`config.mk`:
```
export PLATFORM = sky130hd
export DESIGN_NAME = pic_core
export DESIGN_NICKNAME = d
export VERILOG_FILES = /design/src/rtl/pic_pkg.sv /design/src/rtl/pic_core.sv
export SDC_FILE = /design/constraint.sdc
export NUM_CORES = 1
export LEC_CHECK = 0
export ABC_CLOCK_PERIOD_IN_PS = 9800
export BUFFER_PORTS_ARGS = -buffer_cell sky130_fd_sc_hd__buf_2
export CORE_ASPECT_RATIO = 1.1
export CORE_UTILIZATION = 55
export DETAILED_ROUTE_END_ITERATION = 8
export GPL_ROUTABILITY_DRIVEN = 0
export PLACE_DENSITY = 0.84
export SYNTH_ARGS = -nofsm -noshare
export SYNTH_HDL_FRONTEND = slang
export SYNTH_SLANG_ARGS = --single-unit
```
`constraint.sdc`:
```
create_clock -name clk -period 9.8 [get_ports clk]
set_input_delay 0.98 -clock clk [delete_from_list [all_inputs] [get_ports clk]]
set_output_delay 0.98 -clock clk [all_outputs]
set_load 0.05 [all_outputs]
```
`src/rtl/pic_pkg.sv`:
```
// Constants, field positions and carrier types of the priority interrupt controller.
// Assumes one 100 MHz clock and processor strobes already synchronous to it.
package pic_pkg;

   // First initialization word, written with the select bit low and bit 4 set.
   localparam int W1_MARK_BIT   = 4;
   localparam int W1_NEED_W4    = 0;
   localparam int W1_SINGLE     = 1;
   localparam int W1_LEVEL_TRIG = 3;
   // Fourth initialization word.
   localparam int W4_TWO_PULSE  = 0;
   localparam int W4_AUTO_EOS   = 1;
   localparam int W4_MASTER     = 2;
   localparam int W4_BUFFERED   = 3;
   // Command words written with the select bit low and bit 4 clear.
   localparam int CMD_KIND_BIT  = 3;
   localparam int PC_ROTATE     = 7;
   localparam int PC_SPECIFIC   = 6;
   localparam int PC_EOS        = 5;
   localparam int RS_POLL       = 2;
   localparam int RS_ENABLE     = 1;
   localparam int RS_CHOICE     = 0;

   localparam logic [2:0] RESET_BOTTOM = 3'h7;
   localparam logic [2:0] SPURIOUS_LVL = 3'h7;
   localparam logic [7:0] RESET_MASK   = 8'h00;
   localparam logic [1:0] PULSE_FIRST  = 2'h1;
   localparam logic [1:0] PULSE_SECOND = 2'h2;
   localparam logic [1:0] PULSE_THIRD  = 2'h3;
   // Opcode sent on the first of three acknowledge pulses; value is a plain default.
   localparam logic [7:0] CALL_OPCODE  = 8'hcd;

   typedef struct packed {
      logic cs_n;
      logic rd_n;
      logic wr_n;
      logic register_select_bit;
      logic acknowledge_strobe_n;
   } pic_cpu_bus_t;

   typedef struct packed {
      logic       need_w4;
      logic       single;
      logic       level_trig;
      logic [2:0] addr_low;
      logic [7:0] vec_base;
      logic [7:0] casc_cfg;
      logic       two_pulse;
      logic       auto_eos;
      logic       master_cfg;
      logic       buffered;
   } pic_init_t;

   typedef enum logic [1:0] {
      SETUP_READY = 2'b00,
      SETUP_W2    = 2'b01,
      SETUP_W3    = 2'b10,
      SETUP_W4    = 2'b11
   } pic_setup_t;

endpackage

```
`src/rtl/pic_core.sv`:
```
// Eight-input priority interrupt controller with rotation, poll and cascading.
// Assumes all strobes, data and request lines are synchronous to clk.
//
// Summary of operation
// Serviced level drops to lowest priority automatically.
// Rotate with end-of-service rotates around serviced level.
// Rotate alone sets the automatic rotation flag.
// Software picks bottom level; next one becomes highest.
// Rotate plus specific takes level bits as bottom.
// Software priority change applies at command write.
// Level trigger mode takes high level as request.
// Level source drops request before end-of-service.
// Status read returns request or in-service register.
// Read selection retained until changed or poll.
// Initialization selects the request register for reads.
// Reads with select bit high return mask.
// Poll with read enable returns the poll word.
// Acknowledge clears highest pending request bit.
// One master and eight slaves via cascade code.
// Selected slave supplies vector bytes after first pulse.
// Master cascade lines low idle, code during sequence.
// Master drives cascade code for every input.
// Edge mode creates request on rising edge.
// Select bit picks mask or command access; chip select low.
// Cascade lines output on master, input on slave.
// Dual pin: transceiver enable or master select input.
// Plain priority command clears the rotation flag.
// Interrupt output when pending outranks all in service.
module pic_core
   import pic_pkg::*;
(
   // Clock and reset.
   input  wire logic          clk,
   input  wire logic          nrst,
   // Processor bus.
   input  wire pic_cpu_bus_t  cpu,
   input  wire logic [7:0]    data_in,
   output logic [7:0]         data_out,
   output logic               data_oe,
   output logic               int_req,
   // Peripheral requests.
   input  wire logic [7:0]    request_inputs,
   // Cascade bus and dual-function pin.
   input  wire logic [2:0]    cascade_lines_in,
   output logic [2:0]         cascade_lines_out,
   output logic               cascade_lines_oe,
   input  wire logic          master_select_or_buffer_enable_in,
   output logic               master_select_or_buffer_enable_out,
   output logic               master_select_or_buffer_enable_oe
);

   pic_cpu_bus_t cpu_q;
   pic_init_t    cfg_r;
   pic_setup_t   setup_r;
   logic [7:0]   req_q;
   logic [7:0]   pending_request_r;
   logic [7:0]   in_service_r;
   logic [7:0]   channel_mask_r;
   logic [2:0]   bottom_r;
   logic         auto_rot_r;
   logic         read_in_service_r;
   logic         poll_arm_r;
   logic         poll_reading_r;
   logic [7:0]   poll_word_r;
   logic [1:0]   ack_cnt_r;
   logic [2:0]   ack_level_r;
   logic         ack_mine_r;
   logic         casc_busy_r;
   logic [2:0]   casc_out_r;
   logic [7:0]   data_out_r;
   logic         data_oe_r;
   logic         int_r;

   // Returns {found, level} of the highest-priority set bit for a given bottom level.
   function automatic logic [3:0] top_of(input logic [7:0] v, input logic [2:0] bot);
      logic [3:0] res;
      logic [2:0] lv;
      res = 4'h0;
      for (int i = 7; i >= 0; i--) begin
         lv = bot + 3'(i) + 3'h1;
         if (v[lv]) begin
            res = {1'b1, lv};
         end
      end
      return res;
   endfunction

   // Zero is the highest rank.
   function automatic logic [2:0] rank_of(input logic [2:0] lv, input logic [2:0] bot);
      return lv - bot - 3'h1;
   endfunction

   // Strobe edges; chip select qualifies reads and writes, not acknowledge.
   logic rd_fall, rd_rise, wr_rise, ack_fall, ack_rise;
   assign rd_fall  = cpu_q.rd_n && !cpu.rd_n && !cpu.cs_n;
   assign rd_rise  = !cpu_q.rd_n && cpu.rd_n;
   assign wr_rise  = !cpu_q.wr_n && cpu.wr_n && !cpu.cs_n;
   assign ack_fall = cpu_q.acknowledge_strobe_n && !cpu.acknowledge_strobe_n;
   assign ack_rise = !cpu_q.acknowledge_strobe_n && cpu.acknowledge_strobe_n;

   logic sel_hi, init_start, mask_write, setup_write, pc_write, rs_write;
   assign sel_hi      = cpu.register_select_bit;
   assign init_start  = wr_rise && !sel_hi && data_in[W1_MARK_BIT];
   assign mask_write  = wr_rise && sel_hi && setup_r == SETUP_READY;
   assign setup_write = wr_rise && sel_hi && setup_r != SETUP_READY;
   assign pc_write    = wr_rise && !sel_hi && !data_in[W1_MARK_BIT] && !data_in[CMD_KIND_BIT];
   assign rs_write    = wr_rise && !sel_hi && !data_in[W1_MARK_BIT] && data_in[CMD_KIND_BIT];

   // Role: master in single mode; else dual pin decides when unbuffered, the fourth word when buffered.
   logic is_master;
   assign is_master = cfg_r.single ||
                      (cfg_r.buffered ? cfg_r.master_cfg : master_select_or_buffer_enable_in);

   logic [3:0] top_req, top_srv;
   logic       int_cond;
   assign top_req  = top_of(pending_request_r & ~channel_mask_r, bottom_r);
   assign top_srv  = top_of(in_service_r, bottom_r);
   assign int_cond = top_req[3] &&
                     (!top_srv[3] || rank_of(top_req[2:0], bottom_r) <
                                      rank_of(top_srv[2:0], bottom_r));

   // An acknowledge commits a slave only when the master names it on the second pulse.
   logic [1:0] last_pulse;
   logic       casc_match, ack_commit, poll_commit, commit, ack_last_end;
   assign last_pulse   = cfg_r.two_pulse ? PULSE_SECOND : PULSE_THIRD;
   assign casc_match   = cascade_lines_in == cfg_r.casc_cfg[2:0];
   assign ack_commit   = ack_fall && ((is_master && ack_cnt_r == 2'h0) ||
                         (!is_master && ack_cnt_r == PULSE_FIRST && casc_match));
   assign poll_commit  = rd_fall && poll_arm_r;
   assign commit       = ack_commit || poll_commit;
   assign ack_last_end = ack_rise && ack_cnt_r == last_pulse;

   logic [7:0] commit_vec;
   assign commit_vec = (commit && top_req[3]) ? (8'h01 << top_req[2:0]) : 8'h00;

   // End-of-service level: commanded specific, commanded highest, or automatic.
   logic       eos_do, eos_rot;
   logic [2:0] eos_lvl;
   always_comb begin
      eos_do  = 1'b0;
      eos_rot = 1'b0;
      eos_lvl = top_srv[2:0];
      if (pc_write && data_in[PC_EOS]) begin
         eos_do  = data_in[PC_SPECIFIC] || top_srv[3];
         eos_rot = data_in[PC_ROTATE];
         eos_lvl = data_in[PC_SPECIFIC] ? data_in[2:0] : top_srv[2:0];
      end else if (ack_last_end && cfg_r.auto_eos && top_srv[3]) begin
         eos_do  = 1'b1;
         eos_rot = auto_rot_r;
      end
   end

   always_ff @(posedge clk or negedge nrst) begin
      if (!nrst) begin
         cpu_q <= '{cs_n: 1'b1, rd_n: 1'b1, wr_n: 1'b1,
                    register_select_bit: 1'b0, acknowledge_strobe_n: 1'b1};
         req_q <= 8'h00;
      end else begin
         cpu_q <= cpu;
         req_q <= request_inputs;
      end
   end

   // Initialization sequence.
   always_ff @(posedge clk or negedge nrst) begin
      if (!nrst) begin
         setup_r <= SETUP_READY;
         cfg_r   <= '0;
      end else if (init_start) begin
         setup_r          <= SETUP_W2;
         cfg_r            <= '0;
         cfg_r.need_w4    <= data_in[W1_NEED_W4];
         cfg_r.single     <= data_in[W1_SINGLE];
         cfg_r.level_trig <= data_in[W1_LEVEL_TRIG];
         cfg_r.addr_low   <= data_in[7:5];
      end else if (setup_write) begin
         unique case (setup_r)
            SETUP_W2: begin
               cfg_r.vec_base <= data_in;
               setup_r <= !cfg_r.single ? SETUP_W3 : (cfg_r.need_w4 ? SETUP_W4 : SETUP_READY);
            end
            SETUP_W3: begin
               cfg_r.casc_cfg <= data_in;
               setup_r <= cfg_r.need_w4 ? SETUP_W4 : SETUP_READY;
            end
            SETUP_W4: begin
               cfg_r.two_pulse  <= data_in[W4_TWO_PULSE];
               cfg_r.auto_eos   <= data_in[W4_AUTO_EOS];
               cfg_r.master_cfg <= data_in[W4_MASTER];
               cfg_r.buffered   <= data_in[W4_BUFFERED];
               setup_r <= SETUP_READY;
            end
            SETUP_READY: setup_r <= SETUP_READY;
         endcase
      end
   end

   // Request capture; a new edge beats an acknowledge clear in the same cycle.
   always_ff @(posedge clk or negedge nrst) begin
      if (!nrst) begin
         pending_request_r <= 8'h00;
      end else if (init_start) begin
         pending_request_r <= 8'h00;
      end else if (cfg_r.level_trig) begin
         pending_request_r <= request_inputs & ~commit_vec;
      end else begin
         pending_request_r <= (request_inputs & ~req_q) |
                              (pending_request_r & request_inputs & ~commit_vec);
      end
   end

   // In-service bits; a new acknowledge wins over a clear of the same bit.
   always_ff @(posedge clk or negedge nrst) begin
      if (!nrst) begin
         in_service_r <= 8'h00;
      end else if (init_start) begin
         in_service_r <= 8'h00;
      end else begin
         in_service_r <= (in_service_r & ~(eos_do ? (8'h01 << eos_lvl) : 8'h00)) | commit_vec;
      end
   end

   always_ff @(posedge clk or negedge nrst) begin
      if (!nrst) begin
         channel_mask_r <= RESET_MASK;
      end else if (init_start) begin
         channel_mask_r <= RESET_MASK;
      end else if (mask_write) begin
         channel_mask_r <= data_in;
      end
   end

   // Priority rotation and the automatic rotation flag.
   always_ff @(posedge clk or negedge nrst) begin
      if (!nrst) begin
         bottom_r   <= RESET_BOTTOM;
         auto_rot_r <= 1'b0;
      end else if (init_start) begin
         bottom_r   <= RESET_BOTTOM;
         auto_rot_r <= 1'b0;
      end else begin
         if (eos_do && eos_rot) begin
            bottom_r <= eos_lvl;
         end else if (pc_write && data_in[PC_ROTATE] && data_in[PC_SPECIFIC]) begin
            bottom_r <= data_in[2:0];
         end
         if (pc_write && !data_in[PC_SPECIFIC] && !data_in[PC_EOS]) begin
            auto_rot_r <= data_in[PC_ROTATE];
         end
      end
   end

   // Read selection and poll arming.
   always_ff @(posedge clk or negedge nrst) begin
      if (!nrst) begin
         read_in_service_r <= 1'b0;
         poll_arm_r        <= 1'b0;
      end else if (init_start) begin
         read_in_service_r <= 1'b0;
         poll_arm_r        <= 1'b0;
      end else if (rs_write) begin
         if (data_in[RS_ENABLE]) begin
            read_in_service_r <= data_in[RS_CHOICE];
         end
         poll_arm_r <= data_in[RS_POLL];
      end else if (poll_commit) begin
         read_in_service_r <= 1'b0;
         poll_arm_r        <= 1'b0;
      end
   end

   // Acknowledge pulse counter and the level frozen at commit.
   always_ff @(posedge clk or negedge nrst) begin
      if (!nrst) begin
         ack_cnt_r   <= 2'h0;
         ack_level_r <= SPURIOUS_LVL;
         ack_mine_r  <= 1'b0;
      end else begin
         if (ack_last_end) begin
            ack_cnt_r <= 2'h0;
         end else if (ack_fall && ack_cnt_r != PULSE_THIRD) begin
            ack_cnt_r <= ack_cnt_r + 2'h1;
         end
         if (ack_commit) begin
            ack_level_r <= top_req[3] ? top_req[2:0] : SPURIOUS_LVL;
            ack_mine_r  <= !is_master || cfg_r.single ||
                           !cfg_r.casc_cfg[top_req[3] ? top_req[2:0] : SPURIOUS_LVL];
         end else if (ack_last_end) begin
            ack_mine_r  <= 1'b0;
         end
      end
   end

   // Master cascade code from end of first pulse to end of last pulse.
   always_ff @(posedge clk or negedge nrst) begin
      if (!nrst) begin
         casc_busy_r <= 1'b0;
         casc_out_r  <= 3'h0;
      end else if (ack_last_end || !is_master) begin
         casc_busy_r <= 1'b0;
         casc_out_r  <= 3'h0;
      end else if (ack_rise && ack_cnt_r == PULSE_FIRST) begin
         casc_busy_r <= 1'b1;
         casc_out_r  <= ack_level_r;
      end
   end

   // Read data: vector bytes during acknowledge, else poll word or status.
   logic [7:0] live_poll;
   assign live_poll = {top_req[3], 4'h0, top_req[2:0]};

   always_ff @(posedge clk or negedge nrst) begin
      if (!nrst) begin
         poll_reading_r <= 1'b0;
         poll_word_r    <= 8'h00;
      end else if (poll_commit) begin
         poll_reading_r <= 1'b1;
         poll_word_r    <= live_poll;
      end else if (rd_rise) begin
         poll_reading_r <= 1'b0;
      end
   end

   always_ff @(posedge clk or negedge nrst) begin
      if (!nrst) begin
         data_out_r <= 8'h00;
         data_oe_r  <= 1'b0;
      end else if (!cpu.acknowledge_strobe_n && ack_cnt_r != 2'h0) begin
         data_oe_r <= ack_mine_r;
         unique case (ack_cnt_r)
            PULSE_FIRST: begin
               data_oe_r  <= is_master && !cfg_r.two_pulse;
               data_out_r <= CALL_OPCODE;
            end
            PULSE_SECOND: begin
               data_out_r <= cfg_r.two_pulse ? {cfg_r.vec_base[7:3], ack_level_r} :
                                               {cfg_r.addr_low, ack_level_r, 2'b00};
            end
            default: data_out_r <= cfg_r.vec_base;
         endcase
      end else if (!cpu.rd_n && !cpu.cs_n) begin
         data_oe_r <= 1'b1;
         if (poll_commit) begin
            data_out_r <= live_poll;
         end else if (poll_reading_r) begin
            data_out_r <= poll_word_r;
         end else if (sel_hi) begin
            data_out_r <= channel_mask_r;
         end else begin
            data_out_r <= read_in_service_r ? in_service_r : pending_request_r;
         end
      end else begin
         data_oe_r <= 1'b0;
      end
   end

   // The interrupt output is held low from the poll command until the poll read begins, so a late arrival cannot raise the line.
   always_ff @(posedge clk or negedge nrst) begin
      if (!nrst) begin
         int_r <= 1'b0;
      end else begin
         int_r <= int_cond && !poll_arm_r;
      end
   end

   assign data_out                           = data_out_r;
   assign data_oe                            = data_oe_r;
   assign int_req                            = int_r;
   assign cascade_lines_out                  = casc_out_r;
   assign cascade_lines_oe                   = is_master && !cfg_r.single;
   assign master_select_or_buffer_enable_out = !data_oe_r;
   assign master_select_or_buffer_enable_oe  = cfg_r.buffered;
endmodule

```
==> flow_summary.json <==
{
  "dr.first_iter.drc_count": 550,
  "arrival_ns": 6.84,
  "synth-main-ff-cell": "dfrtp_1",
  "fin_tns_setup_ns": 0,
  "yosys.area.top_type": "dfrtp_1",
  "timing.hold.ws_ns": 0.485,
  "min_path_type": "reg -> reg",
  "post-place-ws_ns": 3.33,
  "die_w_um": 107,
  "end_kind": "flip-flop",
  "die_area_sq_mm": 0.0126,
  "clkSinkCount": 93,
  "setup_violations": 0,
  "hpwl_um": 13900,
  "yosysSeqAreaShare_pct": 34.9,
  "cts.path.max_buffers": 2,
  "fin_util_pct": 62.1,
  "fp.dieH_um": 118,
  "ff2ff_path_depth": 15,
  "post-cts-setup-buffer-count": 0,
  "port_buffers": 42,
  "timing.slew.headroom_pct": 36.7,
  "firstDrtPassIters": 6,
  "overflow": 0,
  "status": "completed",
  "irDropWorstVdd_mv": 0.213,
  "hold_start": "cfg_r[21]$_DFFE_PN0P_",
  "maxCapViolCount": 0,
  "grtUsageTotal_pct": 31.6,
  "report.final.slew_viol_count": 0,
  "ys_top_cells_by_area": "dfrtp_1, mux4_2, mux2i_1, nand2_1, nor2_1",
  "crit_path_max_incr_delay_ns": 1.14,
  "grt_pass1_vias": 6142,
  "seq_area_sq_mm": 0.00234,
  "multi_input_area_sq_mm": 0.00410,
  "rsz0062_at_grt": "false",
  "antenna_found_initial": 0,
  "fin_cells": 900,
  "crit_chain": "clkinv_1, ha_1, inv_2, mux4_2, mux2_2, nand3_1, o21ba_1, or2_1, inv_2, fa_1, ha_1, a21o_1, a21oi_1, a21oi_1, nor3_1",
  "ioPinCount": 43,
  "rows": 41,
  "drt_wl_total_um": 18800,
  "layout_common_cells": "nand2_1, dfrtp_1, nor2_1, a21oi_1, mux2i_1",
  "synth_edf_count": 0,
  "synth_top_area_share_pct": 31.4,
  "post-route-period-util_pct": 67.1,
  "syn_nets": 769,
  "skew_ns": 0.00805,
  "drive_gt1_share_pct": 16.7,
  "dp_cells": 883,
  "critPathSlowestCell": "ha_1",
  "cts_made_buffers": 9,
  "synthesis.area_sq_mm": 0.00670,
  "nets": 784,
  "worstReg2RegStart": "bottom_r[0]$_DFFE_PN1P_",
  "start_util_pct": 57.5,
  "vias": 6135,
  "post_cts_resized": 0,
  "grt_max_degree": 63,
  "routed_via_density": 6.82,
  "ys_warn_count": 0,
  "leakage_nw": 3.19,
  "finalHoldViolations": 0,
  "start_kind": "flip-flop",
  "syn_to_final_growth_pct": 8.01,
  "cts_hold_buf": 0,
  "ys_types": 78,
  "cts_htree_levels": 3,
  "power.density_mw_per_mm2": 389,
  "r2r_slack_ns": 3.22,
  "final_common_cell": "nand2_1",
  "ys_ff_latch": 93,
  "finalWorstSetupSlack_ns": 3.22,
  "synthArstFlopShare_pct": 100,
  "ant_nets": 0,
  "clkLatencyLatePin_ns": 0.35,
  "netlist_instances": 729,
  "cts_tree": "done",
  "cp.required_ns": 10.06,
  "tightestPinTransition_ns": 0.947,
  "r2r_end": "int_req$_DFF_PN0_",
  "clkTransAtPathRegs_ns": 0.07,
  "grt_pass1_wl_um": 30800,
  "fmax_mhz": 152,
  "whs_path_depth": 2,
  "coreArea_sq_mm": 0.0116,
  "avgSynthCellArea_sq_um": 9.19,
  "hold_path_end": "cfg_r[21]$_DFFE_PN0P_",
  "cts_root_buffer": "clkbuf_16",
  "min_period_ns": 6.58,
  "fillerInstances": 926,
  "drc": 0,
  "cp_max_fo": 41,
  "crit_type": "reg -> reg",
  "wl_per_cell_um": 20.8
}
-- power by group --
group,switching [mW],internal (mW)
clock,0.153,0.174
sequential,0.184,0.515
combinational,1.08,0.705
total,1.42,1.39
-- flip-flops by register name, indices dropped and copies added (netlist names) --
name and flops:
in_service_r 8, setup_r 2, poll_reading_r 1, auto_rot_r 1, cfg_r 25, channel_mask_r 8, req_q 8, data_oe 1
int_req 1, bottom_r 3, poll_word_r 4, cascade_lines_out 3, pending_request_r 8, data_out 8, master_select_or_buffer_enable_oe 1, cpu_q 3
ack_cnt_r 2, ack_level_r 3, poll_arm_r 1, read_in_service_r 1, ack_mine_r 1
-- cells in the mapped netlist (3+ instances only) --
cell,number
a2111oi_0,5
a211oi_1,4
a21oi_1,53
a221oi_1,4
a22o_1,4
a311oi_1,3
a31oi_1,7
and2_1,6
and3_1,6
buf_1,6
buf_2,6
clkbuf_1,28
dfrtp_1,84
dfstp_2,9
ha_1,11
inv_1,23
inv_2,3
mux2_2,13
mux2i_1,49
mux4_2,28
nand2_1,88
nand2b_1,15
nand3_1,25
nor2_1,74
nor2b_1,12
nor3_1,6
nor4b_1,3
o211a_1,5
o211ai_1,9
o21a_1,3
o21ai_0,38
o21ai_1,9
o221ai_1,5
o22ai_1,4
o311ai_0,3
o31ai_1,5
o32ai_1,4
or2_2,6
or3_1,6
xnor2_1,4
xor2_1,6
-- through the flow --
| stage | total power [mW] | area [sq um] |
|---|---|---|
| after CTS | 2.77 | 7230 |
| final | 2.81 | 7230 |
| after global placement | 2.35 | 6960 |
| after global routing | 2.99 | 7230 |
| after detailed placement | 2.43 | 6960 |
| after floorplan | 2.00 | 6700 |
-- cell type report --
| type | count | share of cell area, % |
|---|---|---|
| antenna | 1 | 0.0346 |
| clock buffer | 10 | 3.16 |
| clock inverter | 6 | 0.657 |
| inverter | 27 | 1.40 |
| multi-input combinational | 569 | 56.7 |
| sequential | 93 | 32.3 |
| tap | 150 | 2.59 |
| timing repair buffer | 44 | 3.15 |
-- worst max-delay path: cells and delay by family (launching register included) --
family | cells | cell delay, ns
flops | 1 | 1.10
simple gates | 3 | 0.62
buf+inv | 3 | 1.37
compound gates | 4 | 0.56
fa+ha+maj | 3 | 1.92
mux | 2 | 0.89
-- worst max-delay path by stage --
stage,startpoint,to,slack (ns),depth (start not counted)
2_1_floorplan,bottom_r[0]$_DFFE_PN1P_,int_req$_DFF_PN0_,5.00,19
3_3_place_gp,bottom_r[0]$_DFFE_PN1P_,int_req$_DFF_PN0_,3.63,15
3_5_place_dp,bottom_r[0]$_DFFE_PN1P_,int_req$_DFF_PN0_,3.33,15
4_1_cts,bottom_r[0]$_DFFE_PN1P_,int_req$_DFF_PN0_,3.32,15
5_1_grt,bottom_r[0]$_DFFE_PN1P_,int_req$_DFF_PN0_,2.88,15
6_report,bottom_r[0]$_DFFE_PN1P_,int_req$_DFF_PN0_,3.22,15
-- metal layers --
metal | GRT usage [%] | routed length [um] | up-vias
met2 | 50.8 | 9050 | 357
met3 | 6.98 | 1620 | 93
met1 | 38.6 | 7030 | 2958
met4 | 19.2 | 1050 | 0
met5 | 0 | 0 | -
li1 | - | - | 2727
-- cell families (layout without fill, tap and decap cells) --
group / count (synthesis) / count (layout) / synth area share, %
XOR/XNOR: 13 / 13 / 2.13
buffers and inverters: 67 / 87 / 3.87
adder cells (fa/ha/maj): 13 / 13 / 2.65
AND/OR/NAND/NOR: 263 / 263 / 18.6
multiplexers: 91 / 91 / 19.3
other: 0 / 1 / 0
flip-flops: 93 / 93 / 34.9
AO/OA/AOI/OAI: 189 / 189 / 18.6
No activity file was read; power rests on OpenSTA's default activity.
